[src/design/cid_cfg.svh]
// Constants for the caller ID digital output block.
`ifndef CID_CFG_SVH
`define CID_CFG_SVH
`define CID_CLK_HZ      20000000
`define CID_BAUD        1200
`define CID_HALF_BIT    ((`CID_CLK_HZ) / (2 * (`CID_BAUD)))
`define CID_CHAR_BITS   4'h8
`define CID_BIT_CNT_W   4
`define CID_HALF_CNT_W  16
`define CID_MODE_PACED  1'b0
`define CID_MODE_HOST   1'b1
`define CID_MARK        1'b1
`define CID_SPACE       1'b0
`define CID_BUF_DEPTH   2
`define CID_SCLK_IDLE   1'b1
`endif

[src/design/cid_pkg.sv]
// Types shared by the caller ID digital output block.
`default_nettype none
package cid_pkg;
    typedef logic [7:0] cid_char_t;
    // Sequencer of the device-paced serial clock.
    typedef enum logic [1:0]
    {
        CID_IDLE = 2'b00,
        CID_LOW  = 2'b01,
        CID_HIGH = 2'b10,
        CID_MARK = 2'b11
    } cid_pace_e;
endpackage
`default_nettype wire

[src/design/cid_buf_if.sv]
// Valid/ready carrier for assembled characters between block modules.
`default_nettype none
interface cid_buf_if;
    logic               valid;
    logic               ready;
    cid_pkg::cid_char_t data;
    modport src (output valid, output data, input ready);
    modport snk (input valid, input data, output ready);
endinterface
`default_nettype wire

[src/design/cid_buf.sv]
// Two-entry character buffer with valid and ready on both sides.
`include "cid_cfg.svh"
`default_nettype none
module cid_buf
(
    // Clock and reset.
    input  wire logic MCLK_IN,
    input  wire logic SYS_RST_IN,
    // Filling and draining sides.
    cid_buf_if.snk    fill,
    cid_buf_if.src    drain
);
    cid_pkg::cid_char_t mem_reg [`CID_BUF_DEPTH];
    logic               wr_ptr_reg;
    logic               rd_ptr_reg;
    logic [1:0]         count_reg;
    wire logic          push;
    wire logic          pop;

    // Full and empty follow the stored count.
    assign fill.ready  = (count_reg != 2'h2);
    assign drain.valid = (count_reg != 2'h0);
    assign drain.data  = mem_reg[rd_ptr_reg];
    assign push        = fill.valid && fill.ready;
    assign pop         = drain.valid && drain.ready;

    // Pointers and count advance on each accepted push and pop.
    always_ff @(posedge MCLK_IN or posedge SYS_RST_IN)
    begin
        if (SYS_RST_IN)
        begin
            wr_ptr_reg <= 1'b0;
            rd_ptr_reg <= 1'b0;
            count_reg  <= 2'h0;
        end
        else
        begin
            wr_ptr_reg <= wr_ptr_reg ^ push;
            rd_ptr_reg <= rd_ptr_reg ^ pop;
            count_reg  <= count_reg + {1'b0, push} - {1'b0, pop};
        end
    end

    // Storage is written without reset; only valid entries are read.
    always_ff @(posedge MCLK_IN)
    begin
        if (push)
            mem_reg[wr_ptr_reg] <= fill.data;
    end
endmodule
`default_nettype wire

[src/design/cid_out.sv]
// Caller ID digital output block: serial data interface, ring and carrier indications.
`include "cid_cfg.svh"
`default_nettype none
module cid_out
#(
    parameter logic [`CID_HALF_CNT_W-1:0] HALF_BIT_CYCLES = `CID_HALF_CNT_W'(`CID_HALF_BIT)
)
(
    // Clock and reset.
    input  wire logic MCLK_IN,
    input  wire logic SYS_RST_IN,
    // Interface mode select pin.
    input  wire logic MODE_SEL_IN,
    // Recovered bit stream from the demodulator.
    input  wire logic FSK_BIT_IN,
    input  wire logic FSK_BIT_VALID_IN,
    input  wire logic FSK_CARRIER_IN,
    output logic      FSK_BIT_READY_OUT,
    // Serial interface pins.
    input  wire logic SERIAL_SHIFT_CLOCK_IN,
    output logic      SERIAL_SHIFT_CLOCK_OUT,
    output logic      SERIAL_SHIFT_CLOCK_OE_OUT,
    output logic      SERIAL_DATA_OUT,
    output logic      CHAR_READY_N_OUT,
    output logic      CARRIER_PRESENT_N_OUT,
    // Ring detection pins.
    input  wire logic RING_SENSE_IN,
    input  wire logic RING_HOLD_TIMING_IN,
    output logic      RING_HOLD_TIMING_OE_OUT,
    output logic      RING_DETECTED_N_OUT
);
    cid_buf_if char_in ();
    cid_buf_if char_out ();

    logic                      mode_s1_reg, mode_reg;
    logic                      sclk_s1_reg, sclk_s2_reg, sclk_s3_reg;
    logic                      ring_s1_reg, ring_s2_reg;
    logic                      hold_s1_reg, hold_s2_reg;
    logic [7:0]                asm_reg;
    logic [`CID_BIT_CNT_W-1:0] asm_cnt_reg;
    logic                      asm_full_reg;
    logic [7:0]                shift_reg;
    logic [`CID_BIT_CNT_W-1:0] shift_cnt_reg;
    logic                      shift_busy_reg;
    cid_pkg::cid_pace_e        pace_reg;
    logic [`CID_HALF_CNT_W-1:0] half_cnt_reg;
    logic                      boundary_reg;
    logic                      sclk_out_reg;
    logic                      data_reg;
    logic                      ready_n_reg;
    logic                      carrier_n_reg;
    logic                      ring_n_reg;

    wire logic host_mode;
    wire logic bit_take;
    wire logic last_bit;
    wire logic host_rise;
    wire logic half_done;
    wire logic load_char;

    // Counter wrap test shared by the assembler and the shifter.
    function automatic logic is_last(input logic [`CID_BIT_CNT_W-1:0] cnt);
        is_last = (cnt == (`CID_CHAR_BITS - 4'h1));
    endfunction

    // Mode decode and bit acceptance; the assembler stalls while a char waits.
    assign host_mode         = (mode_reg == `CID_MODE_HOST);
    assign FSK_BIT_READY_OUT = !(host_mode && asm_full_reg);
    assign bit_take          = FSK_BIT_VALID_IN && FSK_BIT_READY_OUT;
    assign last_bit          = is_last(asm_cnt_reg);
    assign host_rise         = sclk_s2_reg && !sclk_s3_reg;
    assign half_done         = (half_cnt_reg == HALF_BIT_CYCLES);
    assign char_in.valid     = asm_full_reg;
    assign char_in.data      = asm_reg;
    assign load_char         = host_mode && !shift_busy_reg && char_out.valid;
    assign char_out.ready    = load_char;

    // Device drives the clock pin only in mode 0.
    assign SERIAL_SHIFT_CLOCK_OE_OUT = !host_mode;
    assign SERIAL_SHIFT_CLOCK_OUT    = sclk_out_reg;
    assign SERIAL_DATA_OUT           = data_reg;
    assign CHAR_READY_N_OUT          = ready_n_reg;
    assign CARRIER_PRESENT_N_OUT     = carrier_n_reg;
    assign RING_DETECTED_N_OUT       = ring_n_reg;
    assign RING_HOLD_TIMING_OE_OUT   = ring_s2_reg; // Discharges the RC while ringing.

    cid_buf u_buf
    (
        .MCLK_IN    (MCLK_IN),
        .SYS_RST_IN (SYS_RST_IN),
        .fill       (char_in.snk),
        .drain      (char_out.src)
    );

    // Two-stage synchronisers for pins; the host clock gets a third stage for edges.
    // The host clock stages reset to its idle high level, so no false rise follows reset.
    always_ff @(posedge MCLK_IN or posedge SYS_RST_IN)
    begin
        if (SYS_RST_IN)
        begin
            {mode_s1_reg, mode_reg}                 <= 2'h0;
            {sclk_s1_reg, sclk_s2_reg, sclk_s3_reg} <= {3{`CID_SCLK_IDLE}};
            {ring_s1_reg, ring_s2_reg}              <= 2'h0;
            {hold_s1_reg, hold_s2_reg}              <= 2'h0;
        end
        else
        begin
            {mode_s1_reg, mode_reg}                 <= {MODE_SEL_IN, mode_s1_reg};
            {sclk_s1_reg, sclk_s2_reg, sclk_s3_reg} <= {SERIAL_SHIFT_CLOCK_IN, sclk_s1_reg,
                                                        sclk_s2_reg};
            {ring_s1_reg, ring_s2_reg}              <= {RING_SENSE_IN, ring_s1_reg};
            {hold_s1_reg, hold_s2_reg}              <= {RING_HOLD_TIMING_IN, hold_s1_reg};
        end
    end

    // Character assembler: eight bits, first bit in the low position.
    always_ff @(posedge MCLK_IN or posedge SYS_RST_IN)
    begin
        if (SYS_RST_IN)
        begin
            asm_reg      <= 8'h00;
            asm_cnt_reg  <= 4'h0;
            asm_full_reg <= 1'b0;
        end
        else
        begin
            if (char_in.ready)
                asm_full_reg <= 1'b0;
            if (bit_take)
            begin
                asm_reg     <= {FSK_BIT_IN, asm_reg[7:1]};
                asm_cnt_reg <= last_bit ? 4'h0 : asm_cnt_reg + 4'h1;
                if (last_bit && host_mode)
                    asm_full_reg <= 1'b1;
            end
        end
    end

    // Host shifter: holds a char until eight host clock rises have passed.
    always_ff @(posedge MCLK_IN or posedge SYS_RST_IN)
    begin
        if (SYS_RST_IN)
        begin
            shift_reg      <= 8'h00;
            shift_cnt_reg  <= 4'h0;
            shift_busy_reg <= 1'b0;
        end
        else if (load_char)
        begin
            shift_reg      <= char_out.data;
            shift_cnt_reg  <= 4'h0;
            shift_busy_reg <= 1'b1;
        end
        else if (shift_busy_reg && host_rise)
        begin
            shift_reg      <= {1'b0, shift_reg[7:1]};
            shift_cnt_reg  <= shift_cnt_reg + 4'h1;
            shift_busy_reg <= !is_last(shift_cnt_reg);
        end
    end

    // Device-paced clock: low for half a bit after each bit, then high.
    always_ff @(posedge MCLK_IN or posedge SYS_RST_IN)
    begin
        if (SYS_RST_IN)
        begin
            pace_reg     <= cid_pkg::CID_IDLE;
            half_cnt_reg <= '0;
            boundary_reg <= 1'b0;
        end
        else if (host_mode)
        begin
            pace_reg     <= cid_pkg::CID_IDLE;
            half_cnt_reg <= '0;
            boundary_reg <= 1'b0;
        end
        else if (bit_take)
        begin
            pace_reg     <= cid_pkg::CID_LOW;
            half_cnt_reg <= '0;
            boundary_reg <= last_bit;
        end
        else
        begin
            half_cnt_reg <= half_done ? '0 : half_cnt_reg + 1'b1;
            unique case (pace_reg)
                cid_pkg::CID_IDLE: half_cnt_reg <= '0;
                cid_pkg::CID_LOW:
                    if (half_done)
                        pace_reg <= boundary_reg ? cid_pkg::CID_MARK : cid_pkg::CID_HIGH;
                cid_pkg::CID_MARK:
                    if (half_done)
                        pace_reg <= cid_pkg::CID_HIGH;
                cid_pkg::CID_HIGH: half_cnt_reg <= '0;
            endcase
        end
    end

    // Registered pin outputs for data, clock, ready and carrier.
    always_ff @(posedge MCLK_IN or posedge SYS_RST_IN)
    begin
        if (SYS_RST_IN)
        begin
            sclk_out_reg  <= 1'b1;
            data_reg      <= `CID_MARK;
            ready_n_reg   <= 1'b1;
            carrier_n_reg <= 1'b1;
        end
        else
        begin
            sclk_out_reg  <= (pace_reg != cid_pkg::CID_LOW) && !bit_take;
            carrier_n_reg <= !FSK_CARRIER_IN;
            if (host_mode)
            begin
                data_reg    <= shift_busy_reg ? shift_reg[0] : `CID_MARK;
                ready_n_reg <= !shift_busy_reg;
            end
            else
            begin
                if (bit_take)
                    data_reg <= FSK_BIT_IN ? `CID_MARK : `CID_SPACE;
                ready_n_reg <= (pace_reg != cid_pkg::CID_MARK);
            end
        end
    end

    // Ring indication: low on sense, released once the RC pin charges high.
    always_ff @(posedge MCLK_IN or posedge SYS_RST_IN)
    begin
        if (SYS_RST_IN)
            ring_n_reg <= 1'b1;
        else if (ring_s2_reg)
            ring_n_reg <= 1'b0;
        else if (hold_s2_reg)
            ring_n_reg <= 1'b1;
    end
endmodule
`default_nettype wire

[config.mk]
export PLATFORM = sky130hd
export DESIGN_NAME = cid_out
export DESIGN_NICKNAME = d
export VERILOG_FILES = /design/src/design/cid_pkg.sv /design/src/design/cid_buf_if.sv /design/src/design/cid_buf.sv /design/src/design/cid_out.sv
export VERILOG_INCLUDE_DIRS = /design/src /design/src/design
export SDC_FILE = /design/constraint.sdc
export NUM_CORES = 1
export LEC_CHECK = 0
export ABC_CLOCK_PERIOD_IN_PS = 2500
export BUFFER_PORTS_ARGS = -buffer_cell sky130_fd_sc_hd__buf_4
export CORE_MARGIN = 2
export CORE_UTILIZATION = 60
export DETAILED_ROUTE_END_ITERATION = 10
export PLACE_DENSITY = 0.85
export SLEW_MARGIN = 20
export SYNTH_ARGS = -nofsm -noshare
export SYNTH_HDL_FRONTEND = slang
export SYNTH_SLANG_ARGS = --single-unit
[constraint.sdc]
create_clock -name MCLK_IN -period 2.5 [get_ports MCLK_IN]
set_clock_uncertainty 0.1 [all_clocks]
set_input_delay 0.5 -clock MCLK_IN [delete_from_list [all_inputs] [get_ports MCLK_IN]]
set_output_delay 0.5 -clock MCLK_IN [all_outputs]
set_load 0.02 [all_outputs]
==> results.py, run 1 <==
metrics = {
    "run_status": {
        "status": "complete, no violations",
    },
    "critical_path": {
        "crit_slowest_cell": "dfrtp_1",
        "required_ns": 2.67,
        "arrival_ns": 2.23,
        "r2r_slack_ns": 0.44,
        "worstReg2RegEnd": "u_buf.count_reg[1]",
        "r2r_cells": 8,
        "setup.worst_path.start_class": "flop",
        "cp_max_fo": 12,
        "crit_path_start": "host_mode",
        "critical_path_class": "reg -> reg",
        "slowest_delay_ns": 0.55,
        "crit_chain": "inv_4, or3_4, clkinv_4, ha_1, inv_1, ha_1, xnor2_1, xnor2_1",
        "timing.rr.start": "host_mode",
        "endpoint": "u_buf.count_reg[1]",
        "cp-end-kind": "flop",
    },
    "routing": {
        "first_pass_iters": 4,
        "vias_per_cell": 5.470,
        "vias": 1909,
        "drt-total-wl_mm": 5.279,
        "route.detailed.drc": 0,
        "drt-initial-drc-count": 61,
        "ant_nets": 0,
        "wl_per_cell_um": 15.13,
    },
    "cts": {
        "path_clk_slew_ns": 0.08,
        "cts_root_buf": "clkbuf_8",
        "cts_tree": "done",
        "cts_buffers": 9,
        "cts_max_path_buffers": 2,
        "cts.sink_count": 79,
        "h-tree-depth": 3,
        "postCtsHoldBufs": 0,
        "cts_setup_buffers": 0,
        "clk_latency_ns": 0.36,
        "cts_resized": 0,
    },
    "run": {
        "cap_violations": 0,
    },
    "place": {
        "io_buffers": 16,
        "place_inst": 333,
        "place_area_um2": 3451,
        "gp_congestion": 0.7989,
        "place_hpwl_mm": 3.566,
    },
    "timing": {
        "tns_ns": 0,
        "grt_setup_unrepaired": "no",
        "slew_headroom_pct": 54.75,
        "worst_slew_pin_slew_ns": 0.6787,
        "fin_crit_sh_pct": 82.53,
        "holdWs_ns": 0.09937,
        "setup_violations": 0,
        "hold_violations": 0,
        "min_period_ns": 2.063,
        "fmax_mhz": 484.7,
        "drv_slew": 0,
    },
    "global_routing": {
        "grt_pass1_vias": 1910,
        "grt_usage_pct": 20.34,
        "grt_overflow": 0,
        "grt_pass1_wl_mm": 9.190,
        "antenna_found_initial": 0,
        "grt_max_degree": 64,
    },
    "final_layout": {
        "synthToLayoutAreaGrowth_pct": 11.56,
        "instances_no_fill": 349,
        "n_antenna_cell": 0,
        "final_nets": 291,
        "drive_above_1_share_pct": 22.94,
        "fin_area_um2": 3646,
        "fill_cells": 354,
    },
    "yosys": {
        "syn_area_um2": 3268,
        "ys_ff_latch": 79,
        "synthTopCellsByCount": "dfrtp_1 (55), nor2_1 (35), xnor2_1 (17), edfxtp_1 (16), inv_1 (13)",
        "netlist_instances": 252,
        "async_reset_ff_share_pct": 79.75,
        "avgSynthCellArea_um2": 12.97,
        "synth_top_area_share_pct": 42.11,
        "syn_nets": 269,
        "ys_warn_count": 0,
        "synth_edf_count": 16,
        "yosysMostFrequentCell": "dfrtp_1",
        "ys.flop_type": "dfrtp_1",
        "ys_types": 45,
        "synthTopCellsByArea": "dfrtp_1 (42%), edfxtp_1 (15%), dfstp_2 (6.4%)",
        "seq_area_frac_synth_pct": 63.25,
        "yosysTopAreaCell": "dfrtp_1",
    },
    "pwr": {
        "ir_drop_mv": 0.6491,
        "powerDensity_nw_per_um2": 889.7,
        "p_leak_nw": 1.526,
        "total_power_mw": 3.244,
    },
    "floorplanning": {
        "coreArea_um2": 5172,
        "initial_core_util_pct": 63.18,
        "die-width_um": 77.81,
        "io_pins": 17,
        "die_y_um": 77.81,
        "rows": 26,
        "die_area_um2": 6054,
    },
    "hold_path": {
        "hold_path.class": "in -> async",
    },
}
[metrics by stage]
step | utilization, % | setup WS [ns]
final | 70.49 | 0.4368
after global routing | 70.49 | 0.2738
after CTS | 70.49 | 0.4348
after detailed placement | 66.72 | 0.4422
after global placement | 66.72 | 0.5461
after floorplan | - | 0.3435
[layer usage]
layer  vias to the layer above  track usage (%)  share of wire, %
met1                       945            27.84                47
met5                         -                0                 0
li1                        917                -                 -
met2                        37            29.57                47
met4                         0            8.929               1.6
met3                        10            7.093               4.8
[cell usage in the layout, fill, tap and decap left out, drive strengths merged]
master / n
ha: 8
o2bb2ai: 1
nor4b: 1
nor4: 4
a21boi: 1
or3: 1
buf: 17
nand3: 9
mux2: 12
a221o: 5
and3b: 1
xor2: 3
inv: 17
a31oi: 1
dfstp: 8
o22ai: 1
dfrtp: 55
and4b: 1
nor2b: 3
o21ai: 5
edfxtp: 16
and2: 1
nand2: 12
nor3b: 1
bufinv: 1
clkbuf: 10
nor3: 4
nor2: 36
nand4: 6
o31a: 1
a211oi: 1
xnor2: 17
mux2i: 9
a21oi: 5
clkinv: 4
a22o: 1
[final cells by class]
cell class | count | area (um^2) | area share (%)
inverters | 16 | 67.56 | 1.853
well taps | 70 | 87.58 | 2.402
flip-flops and latches | 79 | 2067 | 56.69
multi-input cells | 151 | 1089 | 29.86
repair buffers | 17 | 140.1 | 3.843
clock inverters | 6 | 67.56 | 1.853
clock buffers | 10 | 127.6 | 3.500
[how the worst min path moves through the flow]
stage	startpoint	endpoint	cells past startpoint
after global routing	SYS_RST_IN	asm_reg[6]	3
after global placement	mode_s1_reg	host_mode	0
after CTS	SYS_RST_IN	asm_cnt_reg[0]	3
final	SYS_RST_IN	asm_cnt_reg[0]	3
after floorplan	ring_s1_reg	RING_HOLD_TIMING_OE_OUT	0
after detailed placement	ring_s1_reg	RING_HOLD_TIMING_OE_OUT	0
[logic make-up (layout without fill, tap and decap cells)]
family	count (synthesis)	count (layout)	synth area share, %
multiplexers	21	21	6.891
AND/OR/NAND/NOR	80	80	13.02
adder cells (fa/ha/maj)	8	8	3.063
buffers and inverters	22	49	3.446
flip-flops	79	79	63.25
AO/OA/AOI/OAI	22	22	4.977
XOR/XNOR	20	20	5.360
[power breakdown]
part	switching (mW)	total (mW)	internal [mW]
logic	0.239	0.514	0.275
registers	0.211	1.80	1.59
clock network	0.463	0.930	0.467
[worst max-delay path, delay by kind of cell, from the launching register on]
kind	cells	cell delay, ns
flops	1	0.55
simple gates	1	0.46
fa+ha+maj	2	0.37
xor+xnor	2	0.28
buf+inv	3	0.21
Power figures use the tool's default switching activity.
==> run 2, diff against run 1 <==
--- a/config.mk
+++ b/config.mk
@@ -6,12 +6,12 @@
 export SDC_FILE = /design/constraint.sdc
 export NUM_CORES = 1
 export LEC_CHECK = 0
-export ABC_CLOCK_PERIOD_IN_PS = 2500
+export ABC_CLOCK_PERIOD_IN_PS = 1800
 export BUFFER_PORTS_ARGS = -buffer_cell sky130_fd_sc_hd__buf_4
 export CORE_MARGIN = 2
-export CORE_UTILIZATION = 60
+export CORE_UTILIZATION = 54
 export DETAILED_ROUTE_END_ITERATION = 10
-export PLACE_DENSITY = 0.85
+export PLACE_DENSITY = 0.81
 export SLEW_MARGIN = 20
 export SYNTH_ARGS = -nofsm -noshare
 export SYNTH_HDL_FRONTEND = slang
==> constraint.sdc (replaced) <==
create_clock -name MCLK_IN -period 1.8 [get_ports MCLK_IN]
set_clock_uncertainty 0.1 [all_clocks]
set_input_delay 0.36 -clock MCLK_IN [delete_from_list [all_inputs] [get_ports MCLK_IN]]
set_output_delay 0.36 -clock MCLK_IN [all_outputs]
set_load 0.02 [all_outputs]
==> results.py, run 2 (synthesis gave the netlist of run 1 again) <==
metrics = {
    "cts": {
        "cts.sink_count": 79,
        "clk_latency_ns": 0.36,
        "cts_buffers": 9,
        "h-tree-depth": 3,
        "cts_max_path_buffers": 2,
        "cts_tree": "done",
        "path_clk_slew_ns": 0.08,
        "cts_root_buf": "clkbuf_8",
    },
    "routing": {
        "vias_per_cell": 5.315,
        "vias": 1977,
        "route.detailed.drc": 0,
        "first_pass_iters": 4,
        "wl_per_cell_um": 15.40,
        "drt-total-wl_mm": 5.728,
        "drt-initial-drc-count": 111,
        "ant_nets": 0,
    },
    "place": {
        "gp_congestion": 0.7843,
        "io_buffers": 16,
        "place_hpwl_mm": 3.765,
    },
    "floorplanning": {
        "die_area_um2": 6690,
        "die_y_um": 81.80,
        "die-width_um": 81.80,
        "initial_core_util_pct": 55.53,
        "coreArea_um2": 5886,
        "rows": 28,
        "io_pins": 17,
    },
    "final_layout": {
        "drive_above_1_share_pct": 27.95,
        "n_antenna_cell": 0,
        "final_nets": 309,
        "layout_common_cells": "dfrtp_1 (55), nor2_1 (35), buf_4 (28), xnor2_1 (16), edfxtp_1 (16)",
        "synthToLayoutAreaGrowth_pct": 18.49,
        "fill_cells": 411,
        "final_common_cell": "dfrtp_1",
    },
    "critical_path": {
        "critical_path_class": "reg -> reg",
        "cp-end-kind": "flop",
        "setup.worst_path.start_class": "flop",
        "timing.rr.start": "shift_busy_reg",
        "crit_buf_inv": 2,
        "crit_path_start": "shift_busy_reg",
        "worstReg2RegEnd": "u_buf.count_reg[1]",
        "r2r_slack_ns": 0.04,
        "crit_chain": "or3_4, clkinv_4, ha_4, inv_2, ha_2, xnor2_2, xnor2_1",
        "cp_top_family": "simple AND/OR/NAND/NOR gates",
        "required_ns": 1.98,
        "r2r_cells": 7,
        "slowest_delay_ns": 0.41,
        "cp_max_fo": 2,
        "crit_slowest_cell": "or3_4",
        "arrival_ns": 1.95,
    },
    "timing": {
        "grt_setup_unrepaired": "yes",
        "drv_slew": 0,
        "hold_violations": 0,
        "holdWs_ns": 0.1708,
        "fin_crit_sh_pct": 97.89,
        "fmax_mhz": 567.5,
        "worst_slew_pin_slew_ns": 0.4558,
        "slew_headroom_pct": 69.55,
        "setup_violations": 0,
        "min_period_ns": 1.762,
    },
    "global_routing": {
        "grt_pass1_vias": 1979,
        "grt_max_degree": 28,
        "antenna_found_initial": 0,
        "grt_pass1_wl_mm": 9.673,
        "grt_overflow": 0,
        "grt_usage_pct": 20.16,
    },
    "hold_path": {
        "worst_hold_path.endpoint": "asm_reg[7]",
        "hold_path.class": "in -> reg",
        "holdPathStages": 2,
        "min_from": "FSK_BIT_IN",
    },
    "pwr": {
        "ir_drop_mv": 0.9927,
        "total_power_mw": 4.829,
        "power.switching_mw": 1.371,
        "powerDensity_nw_per_um2": 1247,
        "p_int_mw": 3.458,
        "pwr-share-clk_pct": 30.8,
        "p_seq_share_pct": 51.5,
        "p_leak_nw": 1.609,
        "swShare_pct": 28.39,
        "comb_power_share_pct": 17.7,
    },
    "run": {
        "cap_violations": 0,
    },
    "run_status": {
        "status": "complete, no violations",
    },
}
==> run 2: timing repair <==
action	in CTS	in global routing
pin swaps	3	3
endpoints found under the hold margin	20	0
endpoints found under the setup margin	1	26
resized for setup	3	5
buffers inserted	2	0
hold buffers	6	0
==> run 2: how the worst max path moves through the flow <==
stage / end / slack, ns / cells past startpoint
final: u_buf.count_reg[1] / 0.04 / 7
after global routing: u_buf.count_reg[1] / -0.03 / 7
after CTS: u_buf.mem_reg[1][0] / -0.002 / 3
after detailed placement: u_buf.mem_reg[1][2] / 0.04 / 3
after global placement: u_buf.count_reg[1] / 0.11 / 7
after floorplan: u_buf.count_reg[1] / 0.03 / 9
==> run 2: power groups by stage <==
stage	Clock, mW	Combinational (mW)	Sequential (mW)
floorplan	0	0.592	2.43
global placement	0	0.740	2.50
detailed placement	0	0.793	2.51
CTS	1.49	0.837	2.49
global route	1.57	0.957	2.54
finish	1.49	0.856	2.49
==> run 2: through the flow <==
stage                     area, um^2  instances  utilization, %   TNS [ns]  setup WS (ns)
final                           3872        372           65.80          0        0.03794
after global routing            3872        372           65.80   -0.03132       -0.03132
after CTS                       3860        372           65.58  -0.004804      -0.001894
after detailed placement        3536        348           60.08          0        0.04309
after global placement          3536        348           60.08          0         0.1108
after floorplan                 3272        252               -          0        0.03166
==> run 2: per-layer routing <==
layer	up-vias	GRT usage, %	share of wire, %
met3	14	5.165	3.0
met4	0	9.667	2.7
met1	975	27.10	47
met2	30	30.81	47
met5	-	0	0
li1	958	-	-
==> run 2: final cells by class <==
type | count | area [um^2] | area share [%]
inverters | 16 | 71.32 | 1.842
flip-flops and latches | 79 | 2067 | 53.38
clock buffers | 9 | 123.9 | 3.199
clock inverters | 7 | 102.6 | 2.649
repair buffers | 35 | 290.3 | 7.496
well taps | 75 | 93.84 | 2.423
multi-input cells | 151 | 1124 | 29.01
==> run 2: worst register-to-register path: cells and delay by family, from the launching register on <==
| kind | cells | cell delay (ns) |
|---|---|---|
| XOR/XNOR | 2 | 0.27 |
| adder cells (fa/ha/maj) | 2 | 0.39 |
| AND/OR/NAND/NOR | 1 | 0.41 |
| buffers and inverters | 2 | 0.13 |
| flip-flops | 1 | 0.39 |
==> run 3, diff against run 2 <==
--- a/config.mk
+++ b/config.mk
@@ -12,6 +12,8 @@
 export CORE_UTILIZATION = 54
 export DETAILED_ROUTE_END_ITERATION = 10
 export PLACE_DENSITY = 0.81
+export SETUP_SLACK_MARGIN = 0.15
+export SKIP_LAST_GASP = 1
 export SLEW_MARGIN = 20
 export SYNTH_ARGS = -nofsm -noshare
 export SYNTH_HDL_FRONTEND = slang
==> results.py, run 3 (synthesis gave the netlist of run 1 again) <==
metrics = {
    "cts": {
        "clk_latency_ns": 0.35,
        "cts_max_path_buffers": 2,
        "cts_buffers": 9,
        "path_clk_slew_ns": 0.08,
        "cts_tree": "done",
        "cts_root_buf": "clkbuf_8",
        "h-tree-depth": 3,
        "cts.sink_count": 79,
    },
    "timing": {
        "tns_ns": 0,
        "holdWs_ns": -0.001968,
        "drv_slew": 0,
        "slew_headroom_pct": 68.21,
        "setup_violations": 0,
        "fin_crit_sh_pct": 94.08,
        "fmax_mhz": 590.5,
        "hold_violations": 8,
        "worst_slew_pin_slew_ns": 0.4769,
        "grt_setup_unrepaired": "yes",
        "min_period_ns": 1.693,
    },
    "critical_path": {
        "slowest_delay_ns": 0.43,
        "r2r_cells": 8,
        "worstReg2RegEnd": "u_buf.count_reg[1]",
        "critical_path_class": "reg -> reg",
        "crit_path_start": "host_mode",
        "arrival_ns": 1.86,
        "endpoint": "u_buf.count_reg[1]",
        "timing.rr.start": "host_mode",
        "crit_top_cell": "ha_4",
        "cp_max_fo": 2,
        "crit_chain": "inv_6, or3_4, clkinv_4, ha_4, inv_2, ha_4, xnor2_2, xnor2_1",
        "r2r_slack_ns": 0.11,
        "cp-end-kind": "flop",
        "required_ns": 1.96,
        "setup.worst_path.start_class": "flop",
        "crit_slowest_cell": "dfrtp_1",
    },
    "final_layout": {
        "instances_no_fill": 376,
        "final_common_cell": "dfrtp_1",
        "final_nets": 313,
        "layout_common_cells": "dfrtp_1 (54), nor2_1 (34), buf_4 (32), xnor2_1 (16), edfxtp_1 (16)",
        "synthToLayoutAreaGrowth_pct": 20.98,
        "n_antenna_cell": 0,
        "drive_above_1_share_pct": 31.89,
    },
    "run": {
        "cap_violations": 0,
    },
    "global_routing": {
        "grt_max_degree": 64,
        "grt_overflow": 0,
        "antenna_found_initial": 0,
        "grt_pass1_vias": 1936,
        "grt_usage_pct": 18.86,
        "grt_pass1_wl_mm": 9.135,
    },
    "floorplanning": {
        "rows": 28,
        "initial_core_util_pct": 55.53,
        "die-width_um": 81.80,
        "coreArea_um2": 5886,
        "die_y_um": 81.80,
        "io_pins": 17,
        "die_area_um2": 6690,
    },
    "place": {
        "place_hpwl_mm": 3.660,
        "io_buffers": 16,
        "gp_congestion": 0.7570,
        "place_inst": 347,
    },
    "pwr": {
        "powerDensity_nw_per_um2": 1179,
        "ir_drop_mv": 0.8991,
        "total_power_mw": 4.663,
        "p_int_mw": 3.311,
        "p_seq_share_pct": 53.4,
        "swShare_pct": 29.00,
        "pwr-share-clk_pct": 28.8,
        "p_leak_nw": 1.634,
        "comb_power_share_pct": 17.8,
        "power.switching_mw": 1.352,
    },
    "routing": {
        "drt-total-wl_mm": 5.973,
        "route.detailed.drc": 0,
        "ant_nets": 0,
        "wl_per_cell_um": 15.89,
        "first_pass_iters": 4,
        "vias": 2043,
        "drt-initial-drc-count": 148,
        "vias_per_cell": 5.434,
    },
    "hold_path": {
        "hold_path.class": "in -> async",
    },
    "run_status": {
        "violations": "hold timing",
        "status": "finished with violations",
    },
}
[run 3: power groups by stage]
stage	sequential [mW]	clock (mW)	combinational [mW]
4_1_cts	2.49	1.37	0.833
3_3_place_gp	2.50	0	0.752
3_5_place_dp	2.52	0	0.799
6_report	2.49	1.34	0.830
2_1_floorplan	2.43	0	0.627
5_1_grt	2.53	1.43	0.935
[run 3: critical path: cells and delay by family (launching register included)]
kind | cells | cell delay, ns
xor gates and xnor gates | 2 | 0.25
buffers and inverters | 3 | 0.17
adders and majority gates | 2 | 0.33
and+or+nand+nor | 1 | 0.35
DFF | 1 | 0.43
[run 3: area by class of cell]
type | count | area [um^2]
Fill cell | 402 | 1932
Multi-Input combinational cell | 152 | 1205
Tap cell | 75 | 93.84
Clock inverter | 7 | 78.83
Sequential cell | 79 | 2068
Inverter | 16 | 73.82
Clock buffer | 9 | 123.9
Timing Repair Buffer | 38 | 310.3
[run 3: layer usage]
layer  GRT usage [%]  routed length, um
met5               0                  0
met4           9.333                 93
met3           5.385                198
met2           29.35               3129
met1           24.28               2551
[run 3: stage by stage]
| stage | instance area [um^2] | hold slack (ns) | worst slack (ns) | utilization, % |
|---|---|---|---|---|
| 2_1_floorplan | 3307 | 0.2312 | 0.07882 | - |
| 3_5_place_dp | 3563 | 0.2355 | 0.05444 | 60.54 |
| 5_1_grt | 3954 | 0.01879 | 0.02704 | 67.18 |
| 4_1_cts | 3816 | 0.0007904 | 0.1059 | 64.84 |
| 6_report | 3954 | -0.001968 | 0.1066 | 67.18 |
| 3_3_place_gp | 3563 | 0.2341 | 0.1248 | 60.54 |
[run 3: timing repair]
action / 4_1_cts / 5_1_grt
gates resized for setup: 3 / 12
setup buffers: 2 / 5
pin swaps: 2 / 6
hold buffers: 2 / 3
gates cloned: 0 / 1
endpoints found under the setup margin: 17 / 51
endpoints found under the hold margin: 2 / 3
[run 3: worst min path at each step]
| stage | to | slack [ns] | cells past startpoint |
|---|---|---|---|
| finish | mode_s1_reg | -0.002 | 3 |
| global route | asm_cnt_reg[1] | 0.02 | 3 |
| global placement | RING_HOLD_TIMING_OE_OUT | 0.23 | 0 |
| floorplan | RING_HOLD_TIMING_OE_OUT | 0.23 | 0 |
| CTS | asm_cnt_reg[1] | 0.0008 | 3 |
| detailed placement | host_mode | 0.24 | 0 |
